==> src/sync_out_pkg.sv <==
// Shared constants and types for the sync output stage.
// Assumes a single pixel clock domain and a simple byte-wide register port.
package sync_out_pkg;

   // ----------------------------------------------------------------
   // Register map
   // ----------------------------------------------------------------
   localparam logic [7:0] VS_DUR_A_OFS = 8'h14;
   localparam logic [7:0] VS_DUR_B_OFS = 8'h15;
   localparam logic [7:0] SLICER_SEL_OFS = 8'h1D;
   localparam logic [7:0] VS_DUR_A_RST = 8'h00;
   localparam logic [7:0] VS_DUR_B_RST = 8'h00;
   localparam logic [7:0] SLICER_SEL_RST = 8'h00;
   localparam int SLICER_SEL_LSB = 0;

   // ----------------------------------------------------------------
   // Reset values of the outputs and counters
   // ----------------------------------------------------------------
   localparam logic [15:0] COUNT_RST = 16'h0000;
   localparam logic STRAP_RST = 1'b0;

   // Slicer output sources, in select-field order
   typedef enum logic [1:0] {
      SEL_RAW_GREEN,
      SEL_RAW_LINE,
      SEL_REGEN_LINE,
      SEL_PLL_LOOP_FILTER_NODE_LINE
   } slicer_src_t;

   // Shared-pin phases: strap sampling, then sync drive
   typedef enum logic {
      STRAP_WAIT,
      STRAP_RUN
   } strap_state_t;

   // Incoming sync levels from the separator and clock generator
   typedef struct packed {
      logic green_embedded_sync;
      logic line_sync_raw;
      logic line_sync_regen;
      logic line_sync_pll_loop_filter_node;
      logic frame_sync_direct;
      logic frame_sync_sep;
   } sync_in_t;

endpackage : sync_out_pkg

==> src/pulse_shaper.sv <==
// Retriggerable pulse generator: width counted in steps.
// Assumes trig and step are single-cycle qualifiers in the pixel domain.
`timescale 1ns/100ps
module pulse_shaper (
   input wire logic clk,
   input wire logic rst_b,
   input wire logic trig,
   input wire logic step,
   input wire logic [15:0] width,
   output logic active
);

   // ----------------------------------------------------------------
   // Remaining count
   // ----------------------------------------------------------------
   logic [15:0] remain;
   logic [15:0] next_remain;

   // Load on trigger; a new trigger restarts the pulse
   always_comb begin
      next_remain = remain;
      if (trig) begin
         next_remain = width;
      end else if (step && remain != 16'h0000) begin
         next_remain = remain - 16'h0001;
      end
   end

   always_ff @(posedge clk or negedge rst_b) begin
      if (!rst_b) begin
         remain <= sync_out_pkg::COUNT_RST;
      end else begin
         remain <= next_remain;
      end
   end

   assign active = (remain != 16'h0000);

endmodule : pulse_shaper

==> src/sync_output_stage.sv <==
// Sync output stage: line sync regeneration, frame sync, slicer mux, field flag.
// Assumes all inputs are synchronous to the pixel clock clk and that the
// shared frame sync pin is resolved outside from oe_b and the pull resistor.
`timescale 1ns/100ps

// Behaviour
// - Line sync out is regenerated from filtered sync, polarity and width programmable.
// - Line sync out keeps fixed latency relative to pixel clock and data.
// - Frame sync out is separated composite sync or direct pass-through.
// - One polarity bit inverts frame sync out.
// - Frame sync follows source by default; width optionally from 0x14/0x15.
// - Two-bit field at 0x1D picks one of four slicer output sources.
// - Slicer output is only muxed, never further processed.
// - Field flag reports odd or even field for interlaced input.
// - Strap sampling on the shared pin does not disturb frame sync.
// - Shared pin read after reset as bus address LSB; board sets pull.
module sync_output_stage (
   input wire logic clk,
   input wire logic rst_b,
   input sync_out_pkg::sync_in_t sync_in,
   input wire logic [7:0] reg_addr,
   input wire logic reg_wr,
   input wire logic [7:0] reg_wdata,
   output logic [7:0] reg_rdata,
   input wire logic [7:0] line_sync_width,
   input wire logic line_sync_invert,
   input wire logic frame_sync_invert,
   input wire logic frame_sync_use_sep,
   input wire logic frame_width_override,
   input wire logic frame_sync_pin_in,
   output logic frame_sync_out,
   output logic frame_sync_oe_b,
   output logic bus_addr_lsb_strap,
   output logic line_sync_out,
   output logic slicer_sync_out,
   output logic field_odd
);

   // Rising edge helper, used for both sync paths
   function automatic logic rising(input logic prev, input logic cur);
      rising = cur & ~prev;
   endfunction : rising

   // ----------------------------------------------------------------
   // Registers
   // ----------------------------------------------------------------
   logic [7:0] vs_dur_a;
   logic [7:0] vs_dur_b;
   logic [7:0] slicer_sel_reg;
   logic [7:0] next_vs_dur_a;
   logic [7:0] next_vs_dur_b;
   logic [7:0] next_slicer_sel_reg;
   logic [7:0] next_reg_rdata;
   sync_out_pkg::slicer_src_t slicer_sel;

   // Write decode and read mux; unmapped reads return zero
   always_comb begin
      next_vs_dur_a = vs_dur_a;
      next_vs_dur_b = vs_dur_b;
      next_slicer_sel_reg = slicer_sel_reg;
      if (reg_wr) begin
         case (reg_addr)
            sync_out_pkg::VS_DUR_A_OFS: next_vs_dur_a = reg_wdata;
            sync_out_pkg::VS_DUR_B_OFS: next_vs_dur_b = reg_wdata;
            sync_out_pkg::SLICER_SEL_OFS: next_slicer_sel_reg = reg_wdata;
            default: next_vs_dur_a = vs_dur_a;
         endcase
      end
      case (reg_addr)
         sync_out_pkg::VS_DUR_A_OFS: next_reg_rdata = vs_dur_a;
         sync_out_pkg::VS_DUR_B_OFS: next_reg_rdata = vs_dur_b;
         sync_out_pkg::SLICER_SEL_OFS: next_reg_rdata = slicer_sel_reg;
         default: next_reg_rdata = 8'h00;
      endcase
   end

   always_ff @(posedge clk or negedge rst_b) begin
      if (!rst_b) begin
         vs_dur_a <= sync_out_pkg::VS_DUR_A_RST;
         vs_dur_b <= sync_out_pkg::VS_DUR_B_RST;
         slicer_sel_reg <= sync_out_pkg::SLICER_SEL_RST;
         reg_rdata <= 8'h00;
      end else begin
         vs_dur_a <= next_vs_dur_a;
         vs_dur_b <= next_vs_dur_b;
         slicer_sel_reg <= next_slicer_sel_reg;
         reg_rdata <= next_reg_rdata;
      end
   end

   // Select field sits in the low two bits
   assign slicer_sel = sync_out_pkg::slicer_src_t'(
      slicer_sel_reg[sync_out_pkg::SLICER_SEL_LSB +: 2]);

   // ----------------------------------------------------------------
   // Line sync regeneration
   // ----------------------------------------------------------------
   logic line_regen_q;
   logic line_trig;
   logic line_active;
   logic next_line_sync_out;

   assign line_trig = rising(line_regen_q, sync_in.line_sync_regen);

   pulse_shaper u_line_pulse (
      .clk(clk),
      .rst_b(rst_b),
      .trig(line_trig),
      .step(1'b1),
      .width({8'h00, line_sync_width}),
      .active(line_active)
   );

   // Inversion after the width logic; fixed two-clock latency keeps
   // the output in step with the pixel data pipeline
   assign next_line_sync_out = line_active ^ line_sync_invert;

   always_ff @(posedge clk or negedge rst_b) begin
      if (!rst_b) begin
         line_regen_q <= 1'b0;
         line_sync_out <= 1'b0;
      end else begin
         line_regen_q <= sync_in.line_sync_regen;
         line_sync_out <= next_line_sync_out;
      end
   end

   // ----------------------------------------------------------------
   // Frame sync path
   // ----------------------------------------------------------------
   logic frame_src;
   logic frame_src_q;
   logic frame_trig;
   logic frame_active;
   logic frame_pre;
   logic next_frame_sync_out;

   // Separated or pass-through source
   assign frame_src = frame_sync_use_sep ? sync_in.frame_sync_sep
                                         : sync_in.frame_sync_direct;
   assign frame_trig = rising(frame_src_q, frame_src);

   // Width override counts regenerated line edges
   pulse_shaper u_frame_pulse (
      .clk(clk),
      .rst_b(rst_b),
      .trig(frame_trig),
      .step(line_trig),
      .width({vs_dur_a, vs_dur_b}),
      .active(frame_active)
   );

   // Default keeps source placement and width, delayed to match
   assign frame_pre = frame_width_override ? frame_active : frame_src_q;
   assign next_frame_sync_out = frame_pre ^ frame_sync_invert;

   // Drives regardless of strap phase, so sampling never disturbs it
   always_ff @(posedge clk or negedge rst_b) begin
      if (!rst_b) begin
         frame_src_q <= 1'b0;
         frame_sync_out <= 1'b0;
      end else begin
         frame_src_q <= frame_src;
         frame_sync_out <= next_frame_sync_out;
      end
   end

   // ----------------------------------------------------------------
   // Shared pin strap capture
   // ----------------------------------------------------------------
   sync_out_pkg::strap_state_t strap_state;
   sync_out_pkg::strap_state_t next_strap_state;
   logic next_strap;

   // One clock with the driver off lets the pull resistor be sampled
   always_comb begin
      next_strap_state = strap_state;
      next_strap = bus_addr_lsb_strap;
      case (strap_state)
         sync_out_pkg::STRAP_WAIT: begin
            next_strap = frame_sync_pin_in;
            next_strap_state = sync_out_pkg::STRAP_RUN;
         end
         sync_out_pkg::STRAP_RUN: next_strap_state = sync_out_pkg::STRAP_RUN;
         default: next_strap_state = sync_out_pkg::STRAP_WAIT;
      endcase
   end

   always_ff @(posedge clk or negedge rst_b) begin
      if (!rst_b) begin
         strap_state <= sync_out_pkg::STRAP_WAIT;
         bus_addr_lsb_strap <= sync_out_pkg::STRAP_RST;
      end else begin
         strap_state <= next_strap_state;
         bus_addr_lsb_strap <= next_strap;
      end
   end

   assign frame_sync_oe_b = (strap_state == sync_out_pkg::STRAP_WAIT);

   // ----------------------------------------------------------------
   // Slicer output mux
   // ----------------------------------------------------------------
   logic next_slicer;

   // Plain selection only; no filtering or separation here
   always_comb begin
      case (slicer_sel)
         sync_out_pkg::SEL_RAW_GREEN: next_slicer = sync_in.green_embedded_sync;
         sync_out_pkg::SEL_RAW_LINE: next_slicer = sync_in.line_sync_raw;
         sync_out_pkg::SEL_REGEN_LINE: next_slicer = sync_in.line_sync_regen;
         sync_out_pkg::SEL_PLL_LOOP_FILTER_NODE_LINE: next_slicer = sync_in.line_sync_pll_loop_filter_node;
         default: next_slicer = sync_in.green_embedded_sync;
      endcase
   end

   always_ff @(posedge clk or negedge rst_b) begin
      if (!rst_b) begin
         slicer_sync_out <= 1'b0;
      end else begin
         slicer_sync_out <= next_slicer;
      end
   end

   // ----------------------------------------------------------------
   // Odd/even field detection
   // ----------------------------------------------------------------
   logic [15:0] pix_cnt;
   logic [15:0] line_len;
   logic [15:0] next_pix_cnt;
   logic [15:0] next_line_len;
   logic next_field_odd;

   // Frame edge in first half of a line marks the odd field; an
   // edge near mid-line is the half-line offset of the even field
   always_comb begin
      next_pix_cnt = pix_cnt + 16'h0001;
      next_line_len = line_len;
      next_field_odd = field_odd;
      if (line_trig) begin
         next_pix_cnt = 16'h0000;
         next_line_len = pix_cnt;
      end
      if (frame_trig) begin
         next_field_odd = (pix_cnt < {1'b0, line_len[15:1]});
      end
   end

   always_ff @(posedge clk or negedge rst_b) begin
      if (!rst_b) begin
         pix_cnt <= sync_out_pkg::COUNT_RST;
         line_len <= sync_out_pkg::COUNT_RST;
         field_odd <= 1'b0;
      end else begin
         pix_cnt <= next_pix_cnt;
         line_len <= next_line_len;
         field_odd <= next_field_odd;
      end
   end

   // ----------------------------------------------------------------
   // Checks
   // ----------------------------------------------------------------
   property p_line_start;
      @(posedge clk) disable iff (!rst_b)
      line_trig && line_sync_width != 8'h00 && $stable(line_sync_invert)
      |-> ##2 (line_sync_out != line_sync_invert);
   endproperty
   a_line_start: assert property (p_line_start)
      else $error("line sync pulse did not start two clocks after edge");

   property p_line_width1;
      @(posedge clk) disable iff (!rst_b)
      line_trig && line_sync_width == 8'h01 ##1 !line_trig
      |-> ##1 !line_active;
   endproperty
   a_line_width1: assert property (p_line_width1)
      else $error("one-clock line sync pulse ran long");

   property p_frame_pass;
      @(posedge clk) disable iff (!rst_b)
      !frame_width_override && $past(!frame_width_override)
      |-> frame_sync_out == ($past(frame_src, 2) ^ $past(frame_sync_invert));
   endproperty
   a_frame_pass: assert property (p_frame_pass)
      else $error("frame sync did not follow its source");

   property p_frame_pol;
      @(posedge clk) disable iff (!rst_b)
      frame_width_override && !frame_active && $stable(frame_width_override)
      |=> frame_sync_out == $past(frame_sync_invert);
   endproperty
   a_frame_pol: assert property (p_frame_pol)
      else $error("frame sync idle level wrong for polarity");

   property p_frame_width;
      @(posedge clk) disable iff (!rst_b)
      frame_trig && {vs_dur_a, vs_dur_b} != 16'h0000 |=> frame_active;
   endproperty
   a_frame_width: assert property (p_frame_width)
      else $error("frame width pulse not started");

   property p_slicer;
      @(posedge clk) disable iff (!rst_b)
      slicer_sel == sync_out_pkg::SEL_RAW_LINE
      |=> slicer_sync_out == $past(sync_in.line_sync_raw);
   endproperty
   a_slicer: assert property (p_slicer)
      else $error("slicer output not raw line sync");

   property p_field;
      @(posedge clk) disable iff (!rst_b)
      frame_trig && pix_cnt < {1'b0, line_len[15:1]} |=> field_odd;
   endproperty
   a_field: assert property (p_field)
      else $error("field flag not odd for early frame edge");

   // Flag may only move on a frame edge, never between them
   property p_field_hold;
      @(posedge clk) disable iff (!rst_b)
      !frame_trig |=> field_odd == $past(field_odd);
   endproperty
   a_field_hold: assert property (p_field_hold)
      else $error("field flag changed without a frame edge");

   property p_strap;
      @(posedge clk) disable iff (!rst_b)
      strap_state == sync_out_pkg::STRAP_WAIT
      |=> bus_addr_lsb_strap == $past(frame_sync_pin_in) && !frame_sync_oe_b;
   endproperty
   a_strap: assert property (p_strap)
      else $error("strap not captured or pin not driven after capture");

endmodule : sync_output_stage

==> config.mk <==
export PLATFORM = sky130hd
export DESIGN_NAME = sync_output_stage
export DESIGN_NICKNAME = d
export VERILOG_FILES = /design/src/sync_out_pkg.sv /design/src/pulse_shaper.sv /design/src/sync_output_stage.sv
export SDC_FILE = /design/constraint.sdc
export NUM_CORES = 1
export LEC_CHECK = 0
export ABC_AREA = 1
export ABC_CLOCK_PERIOD_IN_PS = 2250
export BUFFER_PORTS_ARGS = -buffer_cell sky130_fd_sc_hd__buf_2
export CAP_MARGIN = 10
export CELL_PAD_IN_SITES_DETAIL_PLACEMENT = 1
export CELL_PAD_IN_SITES_GLOBAL_PLACEMENT = 2
export CORE_ASPECT_RATIO = 0.7
export CORE_MARGIN = 2
export CORE_UTILIZATION = 36
export DETAILED_ROUTE_END_ITERATION = 10
export GPL_TIMING_DRIVEN = 0
export PLACE_DENSITY_LB_ADDON = 0.1
export SYNTH_ARGS = -nofsm -noshare
export SYNTH_HDL_FRONTEND = slang
export SYNTH_HIERARCHICAL = 1
export SYNTH_SLANG_ARGS = --single-unit
==> constraint.sdc <==
create_clock -name clk -period 2.25 [get_ports clk]
set_input_delay 0.1125 -clock clk [delete_from_list [all_inputs] [get_ports clk]]
set_output_delay 0.1125 -clock clk [all_outputs]
set_load 0.05 [all_outputs]
Yosys cells after proc, flatten, opt, wreduce, memory -nomap -nowiden
Cells that the tools add are included.
{"block": "word_totals", "regBits": 104, "inputBits": 38, "output_inout_bits": 14, "wordCells": 51}
{"block": "classes", "addsub": 3, "order_cmp": 1, "eq_ne": 6, "mux": 9, "n_bitwise": 7, "n_reduce_logical": 9}
{"op": "two-way mux 16 bit", "n": 5}
{"op": "nonzero test 16 bit", "n": 2}
{"op": "subtractor 16 x 1 -> 16 bit, second input constant", "n": 2}
{"op": "== test 8 x 5 -> 1 bit, second input constant", "n": 3}
{"op": "one-hot mux 8 bit (3 select lines)", "n": 1}
{"op": "adder 16 x 1 -> 16 bit, second input constant", "n": 1}
{"op": "less-than comparator 16 x 15 -> 1 bit", "n": 1}
{"op": "AND reduction 2 bit", "n": 3}
{"op": "== test 2 bit, second input constant", "n": 2}
{"op": "one-hot mux 1 bit (4 select lines)", "n": 1}
{"op": "nonzero test 2 bit", "n": 2}
{"op": "inverter 1 bit", "n": 3}
{"op": "bitwise AND 1 bit", "n": 2}
{"op": "== test 2 x 1 -> 1 bit, second input constant", "n": 1}
{"op": "zero test 2 bit", "n": 1}
{"op": "two-way mux 1 bit", "n": 2}
{"op": "XOR 1 bit", "n": 2}
{"op": "logical AND 1 bit", "n": 1}

Longest topological paths before layout
{"block": "depth", "word_depth": 5, "depth_mapped": 11, "mapped_depth_nobuf": 11}

Hierarchy
The synthesis kept the hierarchy.
{"mod": "sync_output_stage", "instances": 1, "cells_each": 400, "area_each_um2": 3388.2, "seq_area_each_um2": 1776.7}
{"mod": "pulse_shaper", "instances": 2, "cells_each": 181, "area_each_um2": 1285.0, "seq_area_each_um2": 400.4}

Least setup slack after synthesis
Ideal clock, no wire load.
{"block": "synth_path", "path_type": "register -> register", "start": "register line_regen_q", "end": "register u_line_pulse.remain[12]", "setup_time_ps": 117, "arrival_time_ps": 1765, "required_ps": 2133, "slack_ps": 367, "path_stages_with_launch": 8, "path_buffers": 2, "period_less_slack_ps": 1883, "cell_sequence": "dfrtp_1 nor2_1 clkbuf_1 inv_2 buf_2 or2_2 nand3_1 nand2_1"}
{"block": "synth_via", "elab_chain_cells": 3, "word_cells_on_any_way": 4, "cone_classes": "mux: 1; bitwise: 2; reduce/logical: 1"}
{"element": "from (decl)", "line_no": "sync_output_stage.sv:98", "rtl": "logic line_regen_q;"}
{"element": "from (signal assigned)", "line_no": "sync_output_stage.sv:123", "rtl": "line_regen_q <= sync_in.line_sync_regen;"}
{"element": "inverter 1 bit (*)", "line_no": "sync_output_stage.sv:41", "rtl": "rising = cur & ~prev;"}
{"element": "bitwise AND 1 bit (*)", "line_no": "sync_output_stage.sv:41"}
{"element": "named net line_trig", "line_no": "sync_output_stage.sv:99", "rtl": "logic line_trig;"}
{"element": "two-way mux 16 bit / nonzero test 2 bit (equally long branches)"}
{"element": "to (signal assigned)", "line_no": "pulse_shaper.sv:31", "rtl": "remain <= sync_out_pkg::COUNT_RST;"}
{"element": "to (signal assigned)", "line_no": "pulse_shaper.sv:33", "rtl": "remain <= next_remain;"}
{"element": "to (decl)", "line_no": "pulse_shaper.sv:16", "rtl": "logic [15:0] remain;"}
Mark *: on every way through the listed nets, which the timed path passes. The rest lies on a longest branch.
A chain may end at the register's enable or synchronous reset.

Worst setup path in the final report
{"block": "layout_path", "start": "register u_frame_pulse.remain[0]", "end": "register frame_sync_out"}
{"block": "layout_via", "elab_chain_cells": 3}
{"element": "from (decl)", "line_no": "pulse_shaper.sv:16"}
{"element": "from (signal assigned)", "line_no": "pulse_shaper.sv:31"}
{"element": "from (signal assigned)", "line_no": "pulse_shaper.sv:33"}
{"element": "nonzero test 16 bit", "line_no": "pulse_shaper.sv:37", "rtl": "assign active = (remain != 16'h0000);"}
{"element": "named net frame_active", "line_no": "sync_output_stage.sv:134", "rtl": "logic frame_active;"}
{"element": "two-way mux 1 bit", "line_no": "sync_output_stage.sv:154", "rtl": "assign frame_pre = frame_width_override ? frame_active : frame_src_q;"}
{"element": "XOR 1 bit", "line_no": "sync_output_stage.sv:155", "rtl": "assign next_frame_sync_out = frame_pre ^ frame_sync_invert;"}
{"element": "named net next_frame_sync_out", "line_no": "sync_output_stage.sv:136", "rtl": "logic next_frame_sync_out;"}
{"element": "to (signal assigned)", "line_no": "sync_output_stage.sv:164", "rtl": "frame_sync_out <= next_frame_sync_out;"}
{"element": "to (decl)", "line_no": "sync_output_stage.sv:31", "rtl": "output logic frame_sync_out,"}
The timed path passes the listed nets, and every way through them passes these cells.

==> metrics list <==
* Start of the worst register-to-register path: u_frame_pulse/remain[0]
- Via count of the routed design: 5283
- Crit path launch type: register
- Worst-case hold path end point: slicer_sel_reg[4]
- For this run the aggregate overflow at the end of global routing stands at 0.
- Achievable clock frequency: 0.494 GHz
- After routing the design area is 7000 µm².
- Number of antenna violations at the first check in global routing: 0
* Cell chosen for the clock root: sky130_fd_sc_hd__clkbuf_16
- Across all register-to-register paths, the minimum setup slack is 0.23 ns.
- Longest individual stage delay on the worst path: 0.39 ns
* Critical path start-end classification: register to register
- STA classifies the critical path endpoint as a register.
- The worst hold path begins at reg_wdata[4].
* Total number of placement rows: 39
- Filler cell count in the final layout: 2032
- Worst setup skew after layout: 0.00998 ns
- After floorplanning, the core was sized to cover 16200 µm².
- Netlist Area Pre-Place: 5960 µm²
- The first detailed-routing pass ran for 4 iterations.
- Combined buffer and inverter count along the critical path: 2
* DIE WIDTH: 158 µm
- Ordered list of cells on the worst path: inv_1, ha_1, nand3_2, inv_1, nand2_1, nor2_1, nand4_1, mux2i_1, xnor2_1
- Among the stages of the critical path, the cell type that occurs most often is sky130_fd_sc_hd__inv_1.
* Max-Slew Margin vs Limit: 36.6%
- Post-Route Hold Slack: 0.00810 ns
* Vertical die dimension: 112 µm
- Number of buffers inserted by port buffering: 51
- Total routed wirelength: 17600 µm
- After the last flow step, the layout net total stands at 903.
* Per-instance average area after synthesis: 7.82 µm²
- Initial Utilization: 36.7%
- The clock net in this run drives a total of 103 sinks.
- After the first detailed-routing iteration, the DRC count stood at 260.
* Post-Syn Instances: 762
- In this run the worst hold path is classified as primary input to register.
- Overall power: 6.06 mW
- Half-perimeter wire length of the detailed placement result: 13400 µm
* Ratio of total power to cell area: 866 nW/µm²
* Clock-pin transition on the worst setup and hold timing paths: 0.08 ns
- Buffer levels on the longest clock path: 2
- Sequential elements use 43.3% of the synthesized area.
* Area overhead of the layout relative to synthesis: 17.5%
* Total DRC errors in the routed layout: 0
* Endpoint of the worst register-to-register path: frame_sync_out
- During synthesis, Yosys emitted a total of 6 warnings.
* Endpoint arrival time on the critical path: 2.31 ns
- Post-synthesis async set-or-reset flop share: 100%
* Clock insertion delay at the later pin of the skew report: 0.36 ns
- Dividing the detail-routed wire length by the instance count gives 16.3 µm.
* Pins over their slew limit: 0
- In the final layout, the registers with the most flip-flops are pix_cnt x16, u_frame_pulse/remain x16, u_line_pulse/remain x16.
* RSZ-0062 raised after global routing: false
- Critical Path RT: 2.54 ns
* Path depth of the worst reg2reg path: 9
- CTS tree: built
- Maximum number of pins on one net before global-route repair: 58
- The most used flip-flop cell after synthesis is sky130_fd_sc_hd__dfrtp_1.
- In this run, distinct cell masters in the synthesized netlist total 35.
- Max-cap violations in this run came to 0.
* Total negative slack for setup checks: 0 ns
* Inserted Clock Buffers: 9
* Top-Level Pins: 52
- Cells with a size suffix above 1 make up 18.8% of the layout.
- Static leakage: 3.59 nW
* Fin. Hold Viols: 0
- For the finished layout, the period the worst path requires is 2.02 ns.
- Die area: 17600 µm²
* Critical Path Fanout Max: 4
- The first global-routing pass estimated 29500 µm of wire.
* Depth of the worst hold-timing path: 3
- Kind of cell with the highest combined delay on the critical path: simple AND/OR/NAND/NOR gates
- Flops & latches, synth: 103
- Global routing used 21.6% of the available tracks across all layers.
- Setup violations remaining at the end of the flow were counted as 0.
* Area after DPL: 6560 µm²
- The worst path uses 89.9% of the clock period.
* Peak VDD IR: 455 µV
* Number of enable flip-flop cells after synthesis: 0
* Utilization after layout: 43.1%
* Worst-Margin Slew: 0.948 ns
- Result of the run: complete, no violations
- Routability cong.: 0.837
- Final antenna-violating net count: 0
- Number of global-route vias before repair: 5708
* Cell type of the slowest stage on the worst timing path: sky130_fd_sc_hd__dfrtp_1
- Vias per cell: 4.90
- H-tree levels: 3
[through the flow]
step                cells  setup slack, ns
finish               1079            0.226
global route         1078            0.112
CTS                  1078           0.0415
detailed placement   1048           -0.448
global placement     1047           -0.375
floorplan             771            0.367
[kinds of logic (layout without fill, tap and decap cells)]
kind of cell,after synthesis,after routing,share of synthesized area (%)
and+or+nand+nor,443,443,36.4
other,2,12,0.126
buffers and inverters,98,180,7.10
xor gates and xnor gates,13,13,1.91
adders and majority gates,17,17,3.57
DFF,103,103,43.3
muxes,1,1,0.168
AOI/OAI and AO/OA,85,85,7.52
[worst max-delay path by stage]
stage	from	endpoint	slack, ns	cells past startpoint
floorplan	line_regen_q	u_line_pulse/remain[12]	0.37	7
global placement	line_regen_q	u_line_pulse/remain[3]	-0.38	7
detailed placement	line_regen_q	u_line_pulse/remain[3]	-0.45	7
CTS	line_regen_q	u_line_pulse/remain[3]	0.04	7
global route	pix_cnt[0]	pix_cnt[14]	0.11	9
finish	u_frame_pulse/remain[0]	frame_sync_out	0.23	9
[worst reg2reg max path, cell delays in order, from the launching register on]
cell and delay, ns:
sky130_fd_sc_hd__dfrtp_1 0.39, sky130_fd_sc_hd__inv_1 0.14, sky130_fd_sc_hd__ha_1 0.24, sky130_fd_sc_hd__nand3_2 0.16
sky130_fd_sc_hd__inv_1 0.11, sky130_fd_sc_hd__nand2_1 0.09, sky130_fd_sc_hd__nor2_1 0.19, sky130_fd_sc_hd__nand4_1 0.23
sky130_fd_sc_hd__mux2i_1 0.25, sky130_fd_sc_hd__xnor2_1 0.15
[cells in the mapped netlist, drive strengths merged, types with 8 or more instances]
cell type / instances / area share (%)
nor2: 78 / 6.3
clkbuf: 10 / 0.76
xor2: 8 / 1.2
o21ai: 66 / 5.7
dfrtp: 103 / 43
inv: 81 / 5.1
a21oi: 13 / 1.1
nand2: 249 / 18
nor3: 8 / 0.67
nand3: 85 / 9.0
nand4: 9 / 0.94
ha: 17 / 3.6
[where the power goes]
group,internal (mW),switching [mW]
Sequential,2.11,0.294
Combinational,0.707,1.35
Clock,0.776,0.817
Total,3.60,2.47
[repair_timing]
item,CTS,global route
hold buffers,14,0
buffers inserted,0,0
gates resized for setup,2,1
setup endpoints to repair,32,13
endpoints found under the hold margin,64,0
[metal layers]
layer  global-route usage (%)  vias to the layer above  share of wire [%]
met5                        0                        -                  0
met4                     4.79                        0               0.93
met3                     5.84                       13                5.0
met2                     31.9                       79                 42
met1                     31.6                     2583                 52
li1                         -                     2608                  -
[area by class of cell]
type / instances / area, µm² / area share (%)
Inverter: 81 / 304 / 4.34
Clock inverter: 7 / 67.6 / 0.965
Antenna cell: 1 / 2.50 / 0.0357
Sequential cell: 103 / 2580 / 36.8
Clock buffer: 9 / 225 / 3.22
Multi-Input combinational cell: 570 / 2990 / 42.8
Tap cell: 225 / 282 / 4.02
Buffer: 17 / 123 / 1.75
Timing Repair Buffer: 66 / 425 / 6.08
[cell usage in the layout, fill, tap and decap left out, types with 2 or more instances in the layout]
master,Yosys,routed
sky130_fd_sc_hd__nand4_1,9,9
sky130_fd_sc_hd__buf_6,3,3
sky130_fd_sc_hd__dlygate4sd3_1,0,14
sky130_fd_sc_hd__ha_1,17,17
sky130_fd_sc_hd__nand3_1,63,63
sky130_fd_sc_hd__or2_1,2,2
sky130_fd_sc_hd__o21ai_2,2,2
sky130_fd_sc_hd__inv_1,75,75
sky130_fd_sc_hd__buf_2,2,52
sky130_fd_sc_hd__clkinvlp_4,0,3
sky130_fd_sc_hd__xnor2_1,5,5
sky130_fd_sc_hd__o21bai_1,2,2
sky130_fd_sc_hd__nand3b_1,6,6
sky130_fd_sc_hd__nand2_1,218,218
sky130_fd_sc_hd__xor2_1,8,8
sky130_fd_sc_hd__nand2_4,7,7
sky130_fd_sc_hd__clkbuf_1,8,7
sky130_fd_sc_hd__clkbuf_16,0,9
sky130_fd_sc_hd__dfrtp_1,103,103
sky130_fd_sc_hd__nor2_4,9,9
sky130_fd_sc_hd__o21ai_1,6,6
sky130_fd_sc_hd__nor2_1,63,62
sky130_fd_sc_hd__o21ai_0,58,58
sky130_fd_sc_hd__nor2_2,6,7
sky130_fd_sc_hd__nand2_2,24,24
sky130_fd_sc_hd__clkbuf_4,2,3
sky130_fd_sc_hd__nand3_2,22,22
sky130_fd_sc_hd__conb_1,2,11
sky130_fd_sc_hd__o211ai_1,3,3
sky130_fd_sc_hd__nor3_1,8,8
sky130_fd_sc_hd__buf_8,2,2
sky130_fd_sc_hd__inv_2,6,6
sky130_fd_sc_hd__or2_2,4,4
sky130_fd_sc_hd__a21oi_1,13,13
No activity file was read; power rests on OpenSTA's default activity.
